**config.mk**
```make
export PLATFORM = sky130hd
export DESIGN_NAME = eeprom_two_wire_bus_slave
export DESIGN_NICKNAME = d
export VERILOG_FILES = /design/src/include/eeprom_slave_pkg.sv /design/src/hw/eeprom_two_wire_bus_slave.sv /design/src/hw/line_sync.sv
export SDC_FILE = /design/constraint.sdc
export NUM_CORES = 1
export LEC_CHECK = 0
export BUFFER_PORTS_ARGS = -buffer_cell sky130_fd_sc_hd__buf_4
export CORE_ASPECT_RATIO = 0.75
export CORE_UTILIZATION = 50
export CTS_BUF_LIST = sky130_fd_sc_hd__clkbuf_8
export CTS_CLUSTER_SIZE = 16
export DETAILED_ROUTE_END_ITERATION = 12
export PLACE_DENSITY = 0.74
export SLEW_MARGIN = 30
export SYNTH_ARGS = -nofsm -noshare
export SYNTH_HDL_FRONTEND = slang
export SYNTH_HIERARCHICAL = 1
export SYNTH_SLANG_ARGS = --single-unit
```
**constraint.sdc**
```tcl
create_clock -name clock -period 4.25 [get_ports clock]
set_clock_uncertainty 0.15 [all_clocks]
set_input_delay 0.425 -clock clock [delete_from_list [all_inputs] [get_ports clock]]
set_output_delay 0.425 -clock clock [all_outputs]
set_load 0.005 [all_outputs]
```
**src/include/eeprom_slave_pkg.sv**
```systemverilog
package eeprom_slave_pkg;

    localparam int unsigned CLOCK_HZ        = 40_000_000;
    localparam int unsigned WRITE_CYCLE_MS  = 10;
    localparam int unsigned WRITE_CYCLE_CYC =
        (WRITE_CYCLE_MS * (CLOCK_HZ / 1000));
    localparam int unsigned PAGE_BYTES      = 16;
    localparam logic [3:0]  DEVICE_CODE     = 4'ha;
    localparam int unsigned CODE_MSB        = 7;
    localparam int unsigned CODE_LSB        = 4;
    localparam int unsigned SEL_MSB         = 3;
    localparam int unsigned SEL_LSB         = 1;
    localparam int unsigned RW_BIT          = 0;
    localparam logic [2:0]  SYNC_RESET      = 3'h7;
    localparam logic [3:0]  BIT_LAST        = 4'h7;

    typedef enum logic [2:0] {
        ST_IDLE,
        ST_CONTROL,
        ST_WORD_ADDR,
        ST_WRITE_DATA,
        ST_READ_DATA,
        ST_READ_ACK,
        ST_IGNORE
    } slave_state_t;

endpackage

```
**src/hw/eeprom_two_wire_bus_slave.sv**
```systemverilog
`timescale 1ns/1ps
`default_nettype none

// Functional notes
// - Bus idle only while data and clock lines are both high.
// - Data falling while clock high is a start event.
// - Data rising while clock high is a stop event.
// - Data changes only while clock low; else start/stop.
// - One data bit sampled per clock pulse, after a start.
// - Overlong write keeps last sixteen bytes, oldest overwritten first.
// - Receiver acknowledges each byte on the ninth clock pulse.
// - No acknowledge and data released during internal programming.
// - Acknowledge holds data low through whole ack clock high phase.
// - After master no-ack, device releases data line for stop.
// - Chip-select bits must match all three strap inputs.
// - Write-protect high blocks array writes; low permits them unless supply is low.
// - Low-supply detect disables internal erase and write logic.
// - First byte after start is control: code 1010, selects, rw.
// - Control rw bit one selects read, zero selects write.
module eeprom_two_wire_bus_slave #(
    parameter int unsigned WRITE_CYCLES = eeprom_slave_pkg::WRITE_CYCLE_CYC,
    parameter int unsigned PAGE_BYTES   = eeprom_slave_pkg::PAGE_BYTES
) (
    input  wire logic       clock,
    input  wire logic       rst,
    input  wire logic       scl_in,
    input  wire logic       sda_in,
    output var  logic       sda_out,
    output var  logic       sda_oe,
    input  wire logic       chip_select_strap_0,
    input  wire logic       chip_select_strap_1,
    input  wire logic       chip_select_strap_2,
    input  wire logic       write_protect,
    input  wire logic       supply_low,
    output var  logic       busy,
    output var  logic       prog_start,
    output var  logic [7:0] word_addr,
    output var  logic [7:0] read_addr,
    input  wire logic [7:0] read_data,
    output var  logic [7:0] page_data [PAGE_BYTES],
    output var  logic [4:0] page_count
);

    localparam int unsigned PW = $clog2(PAGE_BYTES);

    eeprom_slave_pkg::slave_state_t state_q;
    eeprom_slave_pkg::slave_state_t state_d;

    logic scl;
    logic scl_rise;
    logic scl_fall;
    logic sda;
    logic sda_rise;
    logic sda_fall;

    line_sync scl_sync (
        .clock (clock),
        .rst   (rst),
        .pin   (scl_in),
        .level (scl),
        .rose  (scl_rise),
        .fell  (scl_fall)
    );

    line_sync sda_sync (
        .clock (clock),
        .rst   (rst),
        .pin   (sda_in),
        .level (sda),
        .rose  (sda_rise),
        .fell  (sda_fall)
    );

    logic [7:0]  shift_q;
    logic [3:0]  bit_q;
    logic        ack_phase_q;
    logic        drive_low_q;
    logic [7:0]  tx_q;
    logic [7:0]  addr_q;
    logic [7:0]  page_q [PAGE_BYTES];
    logic [4:0]  count_q;
    logic        wrote_q;
    logic        busy_q;
    logic        prog_q;
    logic [31:0] timer_q;

    wire bus_idle   = scl && sda;
    wire start_ev   = sda_fall && scl;
    wire stop_ev    = sda_rise && scl;
    wire [7:0] byte_in = {shift_q[6:0], sda};
    wire byte_done  = scl_rise && !ack_phase_q &&
                      (bit_q == eeprom_slave_pkg::BIT_LAST);
    wire code_ok    = byte_in[eeprom_slave_pkg::CODE_MSB:
                              eeprom_slave_pkg::CODE_LSB]
                      == eeprom_slave_pkg::DEVICE_CODE;
    wire sel_ok     = byte_in[eeprom_slave_pkg::SEL_MSB:
                              eeprom_slave_pkg::SEL_LSB]
                      == {chip_select_strap_2, chip_select_strap_1,
                          chip_select_strap_0};
    wire addressed  = code_ok && sel_ok && !busy_q;
    wire is_read    = byte_in[eeprom_slave_pkg::RW_BIT];
    wire may_write  = !write_protect && !supply_low;
    wire ack_fall   = scl_fall && ack_phase_q;
    wire byte_fall  = scl_fall && !ack_phase_q &&
                      (bit_q == eeprom_slave_pkg::BIT_LAST + 4'h1);
    wire [PW-1:0] slot = addr_q[PW-1:0];

    always_comb begin
        state_d = state_q;
        case (state_q)
            eeprom_slave_pkg::ST_IDLE: begin
                state_d = state_q;
            end
            eeprom_slave_pkg::ST_CONTROL: begin
                if (byte_done) begin
                    if (!addressed) begin
                        state_d = eeprom_slave_pkg::ST_IGNORE;
                    end else if (is_read) begin
                        state_d = eeprom_slave_pkg::ST_READ_DATA;
                    end else begin
                        state_d = eeprom_slave_pkg::ST_WORD_ADDR;
                    end
                end
            end
            eeprom_slave_pkg::ST_WORD_ADDR: begin
                if (byte_done) begin
                    state_d = eeprom_slave_pkg::ST_WRITE_DATA;
                end
            end
            eeprom_slave_pkg::ST_WRITE_DATA: begin
                state_d = state_q;
            end
            eeprom_slave_pkg::ST_READ_DATA: begin
                if (byte_done) begin
                    state_d = eeprom_slave_pkg::ST_READ_ACK;
                end
            end
            eeprom_slave_pkg::ST_READ_ACK: begin
                if (scl_rise) begin
                    state_d = sda ? eeprom_slave_pkg::ST_IGNORE
                                  : eeprom_slave_pkg::ST_READ_DATA;
                end
            end
            eeprom_slave_pkg::ST_IGNORE: begin
                state_d = state_q;
            end
            default: begin
                state_d = eeprom_slave_pkg::ST_IDLE;
            end
        endcase
        if (start_ev) begin
            state_d = eeprom_slave_pkg::ST_CONTROL;
        end else if (stop_ev) begin
            state_d = eeprom_slave_pkg::ST_IDLE;
        end
    end

    always_ff @(posedge clock) begin
        if (rst) begin
            state_q <= eeprom_slave_pkg::ST_IDLE;
        end else begin
            state_q <= state_d;
        end
    end

    // Bit counter and shift register; one bit per clock rise
    always_ff @(posedge clock) begin
        if (rst || start_ev || stop_ev) begin
            shift_q     <= 8'h00;
            bit_q       <= 4'h0;
            ack_phase_q <= 1'b0;
        end else if (scl_rise && !ack_phase_q) begin
            shift_q <= byte_in;
            bit_q   <= bit_q + 4'h1;
        end else if (byte_fall) begin
            ack_phase_q <= 1'b1;
            bit_q       <= 4'h0;
        end else if (ack_fall) begin
            ack_phase_q <= 1'b0;
        end
    end

    // Data line driver changes only after a clock fall; start and stop clear it
    always_ff @(posedge clock) begin
        if (rst || start_ev || stop_ev) begin
            drive_low_q <= 1'b0;
            tx_q        <= 8'h00;
        end else if (byte_fall) begin
            drive_low_q <= (state_q != eeprom_slave_pkg::ST_IDLE) &&
                           (state_q != eeprom_slave_pkg::ST_IGNORE) &&
                           (state_q != eeprom_slave_pkg::ST_READ_ACK) &&
                           !busy_q;
        end else if (ack_fall) begin
            if (state_q == eeprom_slave_pkg::ST_READ_DATA) begin
                drive_low_q <= !read_data[7];
                tx_q        <= {read_data[6:0], 1'b1};
            end else begin
                drive_low_q <= 1'b0;
            end
        end else if (scl_fall && !ack_phase_q &&
                     state_q == eeprom_slave_pkg::ST_READ_DATA) begin
            drive_low_q <= !tx_q[7];
            tx_q        <= {tx_q[6:0], 1'b1};
        end
    end

    // Address pointer and sixteen-byte page buffer
    always_ff @(posedge clock) begin
        if (rst) begin
            addr_q  <= 8'h00;
            count_q <= 5'h00;
            wrote_q <= 1'b0;
        end else if (start_ev) begin
            count_q <= 5'h00;
            wrote_q <= 1'b0;
        end else if (byte_done) begin
            case (state_q)
                eeprom_slave_pkg::ST_CONTROL: begin
                    wrote_q <= addressed && !is_read;
                end
                eeprom_slave_pkg::ST_WORD_ADDR: begin
                    addr_q <= byte_in;
                end
                eeprom_slave_pkg::ST_WRITE_DATA: begin
                    page_q[slot] <= byte_in;
                    addr_q[PW-1:0] <= slot + PW'(1);
                    if (count_q != 5'(PAGE_BYTES)) begin
                        count_q <= count_q + 5'h01;
                    end
                end
                eeprom_slave_pkg::ST_READ_DATA: begin
                    addr_q <= addr_q + 8'h01;
                end
                default: begin
                    addr_q <= addr_q;
                end
            endcase
        end
    end

    // Self-timed write cycle started by the stop that closes a write
    always_ff @(posedge clock) begin
        if (rst) begin
            busy_q  <= 1'b0;
            prog_q  <= 1'b0;
            timer_q <= 32'h0000_0000;
        end else begin
            prog_q <= 1'b0;
            if (stop_ev && wrote_q && !busy_q) begin
                busy_q  <= 1'b1;
                prog_q  <= may_write && (count_q != 5'h00);
                timer_q <= WRITE_CYCLES - 1;
            end else if (busy_q) begin
                if (timer_q == 32'h0000_0000) begin
                    busy_q <= 1'b0;
                end else begin
                    timer_q <= timer_q - 32'h0000_0001;
                end
            end
        end
    end

    assign sda_out    = 1'b0;
    assign sda_oe     = drive_low_q && !bus_idle;
    assign busy       = busy_q;
    assign prog_start = prog_q;
    assign word_addr  = addr_q;
    assign read_addr  = addr_q;
    assign page_data  = page_q;
    assign page_count = count_q;

endmodule

`default_nettype wire

```
**src/hw/line_sync.sv**
```systemverilog
`timescale 1ns/1ps
`default_nettype none

// Three-stage synchroniser; a level changes once stages two and three agree
module line_sync (
    input  wire logic clock,
    input  wire logic rst,
    input  wire logic pin,
    output var  logic level,
    output var  logic rose,
    output var  logic fell
);

    logic [2:0] sync_q;
    logic       level_q;
    wire        agree = (sync_q[1] == sync_q[2]);

    always_ff @(posedge clock) begin
        if (rst) begin
            sync_q  <= eeprom_slave_pkg::SYNC_RESET;
            level_q <= 1'b1;
        end else begin
            sync_q  <= {sync_q[1:0], pin};
            if (agree) begin
                level_q <= sync_q[2];
            end
        end
    end

    assign level = level_q;
    assign rose  = agree && sync_q[2] && !level_q;
    assign fell  = agree && !sync_q[2] && level_q;

endmodule

`default_nettype wire

```
# == Yosys cells after proc, flatten, opt, wreduce, memory -nomap -nowiden ==
# Cells that the tools add are included.
# classes
add_sub_neg,5
order_cmp,2
eq_ne,26
n_mux,32
bitwise,8
reduce_logical,69
# op_table
op,n
bitwise mux 128 bit,1
two-way mux 19 bit,3
demux 8 bit (select 4 bit),1
logical NOT 32 bit,1
two-way mux 8 bit,4
subtractor 32 x 1 -> 32 bit (second input constant),1
logical AND 1 bit,29
two-way mux 3 bit,6
!= test 4 bit (second input constant),4
case mux 3 bit (5 select lines),1
case mux 4 bit (3 select lines),1
AND reduction 3 bit,4
logical NOT 1 bit,11
two-way mux 1 bit,11
!= test 2 bit (second input constant),5
AND reduction 5 bit,2
nonzero test 2 bit,5
equality test 3 bit (second input constant),3
nonzero test 3 bit,3
adder 4 x 1 -> 4 bit (second input constant),2
adder 8 x 1 -> 8 bit (second input constant),1
equality test 4 bit (second input constant),2
two-way mux 4 bit,2
case mux 4 bit (2 select lines),1
22 further kinds,38
# totals
reg_bits,208
inputBits,17
out_inout_bits,153
word_cells,177

# == Logic depth before layout (Yosys ltp) ==
# logic_depth
word_depth,9
ltp_mapped,9
ltp_nobuf,8

# == By module ==
# Netlist, hierarchy kept.
# modules_own_cells
module,n_inst,cells_per_inst,area_per_inst_um2,seq_area_each_um2
eeprom_two_wire_bus_slave,1,621,7817.5,5285.1
line_sync,2,16,161.4,80.1

# == Worst setup path before layout ==
# Ideal clock, no wire load.
# synth_timing
kind,register -> register
start,reg scl_sync.sync_q[1]
end,reg page_q (netlist bit page_data[100]) (enable)
setup_ps,383
t_arrival_ps,2400
required_time_ps,3717
setup_slack_ps,1317
stages_incl_launch_ff,8
n_path_buf,0
synth_period_minus_slack_ps,2933
path_cell_list,dfxtp_1 -> ha_1 -> nor2b_1 -> nand4b_1 -> or2_2 -> nor3_1 -> nand2_1 -> nor3_1
# synth_between
elab_chain_cells,6
# synth_lines
element,line,rtl
"start, declared",line_sync.sv:14,logic [2:0] sync_q;
"start signal, assigned",line_sync.sv:20,sync_q <= eeprom_slave_pkg::SYNC_RESET;
"start signal, assigned",line_sync.sv:23,"sync_q <= {sync_q[1:0], pin};"
equality test 1 bit,line_sync.sv:16,wire agree = (sync_q[1] == sync_q[2]);
logical AND 1 bit (2 in series),line_sync.sv:31,assign rose = agree && sync_q[2] && !level_q;
via scl_rise,eeprom_two_wire_bus_slave.sv:50,logic scl_rise;
logical AND 1 bit (2 in series),eeprom_two_wire_bus_slave.sv:91,wire byte_done = scl_rise && !ack_phase_q &&
AND reduction 4 bit (no line),-,
"end signal, assigned by index",eeprom_two_wire_bus_slave.sv:225,page_q[slot] <= byte_in;
"end, declared",eeprom_two_wire_bus_slave.sv:80,logic [7:0] page_q [PAGE_BYTES];
# The timed path passes the listed nets, and every way through them passes these cells.
# A chain may end at the register's enable or synchronous reset.

# == Worst setup path after layout ==
# layout_timing
start,reg scl_sync.sync_q[1]
end,reg page_q (netlist bit page_data[123]) (enable)
# The elaborated chain is that of the path after synthesis.

==> summary.txt <==
status = complete, no violations
Post-layout nets = 864
crit-path most repeated cell = nor3_1
port bufs = 168
crit path launch type = register
FF-to-FF End = page_data[123]$_DFFE_PP_
clock network fraction of design power = 44.9%
core area = 15570 sq um
Die Ht = 112.5 um
routed vias = 5971
pre-CTS setup slack = 0.7304 ns
Reg2Reg Launch Point = scl_sync/sync_q[1]$_SDFF_PP1_
Worst-path clk slew = 0.07 ns
Slew Limit Headroom = 30.47%
GR Layer Usage met2 = 36.99%
Reg2Reg Depth = 8
Slowest-stage cell, CP = nor3_1
Avg WL per Cell = 18.69 um
post-synthesis instance total = 653
Leak Pwr = 3.864 nW
final setup fails = 0
final setup TNS = 0 ns
Seq pwr share = 53.7%
first-pass GRT wire length = 30190 um
DP Wirelength = 13380 um
Avg Inst Size Synth = 12.47 sq um
Final WS setup = 0.6837 ns
CTS Hold Bufs = 4
Yosys warning count = 6
worst hold stages = 3
critical path peak fanout = 8
met3 GRT Util = 3.902%
Initial Utilization = 52.29%
grt ovf = 0
Syn Std Cell Area = 8140 sq um
Post-synth EDFFs = 128
# diodes = 0
1st-iter DRT viols = 472
postcts setup bufs = 0
# resized after CTS = 0
layout cells sized above 1 = 28.79%
TritonCTS Buffers = 31
share of Yosys cell area claimed by the top area cell type = 47.22%
drt first pass iters = 6
Slew Limit Fails = 0
unrepaired setup endpoints after global routing = false
power density over cell area = 385.9 nW/um^2
maximum VDD drop = 0.2338 mV
GP Congestion = 0.8584
I/O Pins = 170
crit path cell chain = ha_1, nor2b_1, nand4b_1, or2_2, nor3_1, nand2_1, nor3_1, buf_4
All-Layer GR Usage = 23.29%
CP endpoint = page_data[123]$_DFFE_PP_
Seq cells post-synth = 208
worst min path class = input pin to register
worst skew pair latency = 0.55 ns
die area = 16800 sq um
leading post-synthesis cells by cell area = edfxtp_1, dfxtp_1, nor2_1
largest net degree at the start of global routing = 37
CTS sink count = 208
Mapped Nets = 684
final cell count without fillers = 1063
sw power = 0.8133 mW
Period Utilization, post-route = 83.91%
CTS H-tree depth = 1
routed wire length = 19870 um
Yosys cell types = 64
met1 Use GR = 33.56%
clk buf depth = 3
Primary FF master, synth = edfxtp_1
antenna viol nets, final = 0
f_max = 280.4 MHz
max-cap check violation count = 0
vias in the first global route = 5519
Std-Cell Rows = 39
Logic pwr share = 1.4%
Avg Vias per Cell = 5.617
Layout area overhead = 26.56%
Multi-input gate area = 2477 sq um
Residual DRC = 0
Worst setup startpoint = scl_sync/sync_q[1]$_SDFF_PP1_
Int Power = 3.163 mW
final hold viol count = 0
final core area utilization = 66.18%
CTS tree = built
Seq. cell area = 5446 sq um
Tmin final = 3.566 ns
top-count cell post-synth = edfxtp_1
CTS Root Cell = clkbuf_8
Critical Path AT = 3.69 ns
Setup CP Type = register to register
async set-reset flop share out of synthesis = 0%
final-layout fill cell count = 1153
top cells by count, synth = edfxtp_1, dfxtp_1, nor2_1
die width = 149.3 um
WP data required = 4.37 ns
worst-margin pin slew = 1.041 ns
Worst path max stage delay = 0.53 ns
initial antenna violation count = 0
Crit. End Element = register
sw frac = 20.46%
reg-to-reg slack, setup = 0.68 ns
gr busiest metal = met2
sequential area share after synthesis = 66.89%
dpl cells = 1001
area leader, netlist = edfxtp_1
per-layer routing:
metal	routed length, um	vias up
met5	0	-
met4	342	0
met3	1372	30
met2	9314	256
met1	8842	2905
li1	-	2780
state kept, by name, indices dropped and copies added, names as in the netlist:
| signal | flops |
|---|---|
| ack_phase_q | 1 |
| bit_q | 4 |
| busy | 1 |
| drive_low_q | 1 |
| page_count | 5 |
| page_data | 128 |
| prog_start | 1 |
| read_addr | 8 |
| scl_sync/level | 1 |
| scl_sync/sync_q | 3 |
| sda_sync/level | 1 |
| sda_sync/sync_q | 3 |
| shift_q | 7 |
| state_q | 3 |
| timer_q | 32 |
| tx_q | 8 |
| wrote_q | 1 |
power groups by stage:
stage	combinational [mW]	sequential, mW	clock [mW]
global placement	0.0517	2.18	0
floorplan	0.0305	2.18	0
finish	0.0564	2.13	1.79
CTS	0.0560	2.13	1.81
global route	0.0623	2.13	1.90
detailed placement	0.0531	2.18	0
layout make-up:
type | count | area share [%]
repair buffers | 180 | 13.21
multi-input cells | 393 | 24.05
flip-flops and latches | 208 | 52.87
clock inverters | 26 | 2.417
inverters | 19 | 0.6923
clock buffers | 32 | 4.275
well taps | 205 | 2.490
through the flow:
stage / cell area (sq um) / hold WS (ns) / power (mW)
2_1_floorplan: 8140 / 0.2332 / 2.207
5_1_grt: 10300 / 0.07761 / 4.096
3_3_place_gp: 9559 / 0.2547 / 2.229
6_report: 10300 / 0.09509 / 3.976
3_5_place_dp: 9559 / 0.2683 / 2.231
4_1_cts: 10290 / 0.06432 / 4.002
worst min-delay path by stage:
stage / startpoint / slack (ns) / endpoint
2_1_floorplan: scl_sync/sync_q[0]$_SDFF_PP1_ / 0.23 / scl_sync/sync_q[1]$_SDFF_PP1_
3_3_place_gp: scl_sync/sync_q[0]$_SDFF_PP1_ / 0.25 / scl_sync/sync_q[1]$_SDFF_PP1_
3_5_place_dp: scl_sync/sync_q[0]$_SDFF_PP1_ / 0.27 / scl_sync/sync_q[1]$_SDFF_PP1_
4_1_cts: read_data[5] / 0.06 / tx_q[6]$_SDFFE_PP0P_
5_1_grt: read_data[5] / 0.08 / tx_q[6]$_SDFFE_PP0P_
6_report: read_data[6] / 0.1 / tx_q[7]$_SDFFE_PP0P_
worst max-delay path, delay by kind of cell (launching register included):
kind,cells,cell delay [ns]
fa+ha+maj,1,0.15
buf+inv,1,0.24
simple gates,6,2.42
flops,1,0.33
kinds of logic after synthesis:
group,Yosys count,synth area share [%]
compound gates,113,9.084
xor+xnor,17,1.829
fa+ha+maj,14,2.152
buf+inv,52,2.828
flops,208,66.89
mux,15,1.844
other cells,1,0.04607
simple gates,233,15.32
placed cells by master (no fill, tap or decap), types with 8 or more instances in the layout:
| cell | n |
|---|---|
| nand2_1 | 52 |
| buf_4 | 176 |
| nand3_1 | 11 |
| mux2i_1 | 15 |
| or3_1 | 18 |
| dfxtp_1 | 79 |
| nor2_1 | 60 |
| nor3_1 | 16 |
| o21ai_0 | 19 |
| clkinv_2 | 9 |
| edfxtp_1 | 128 |
| xor2_1 | 14 |
| ha_1 | 14 |
| a31oi_1 | 9 |
| a211oi_1 | 15 |
| inv_1 | 23 |
| nor4_1 | 8 |
| a21oi_1 | 36 |
| clkbuf_8 | 32 |
Power figures use the tool's default switching activity.
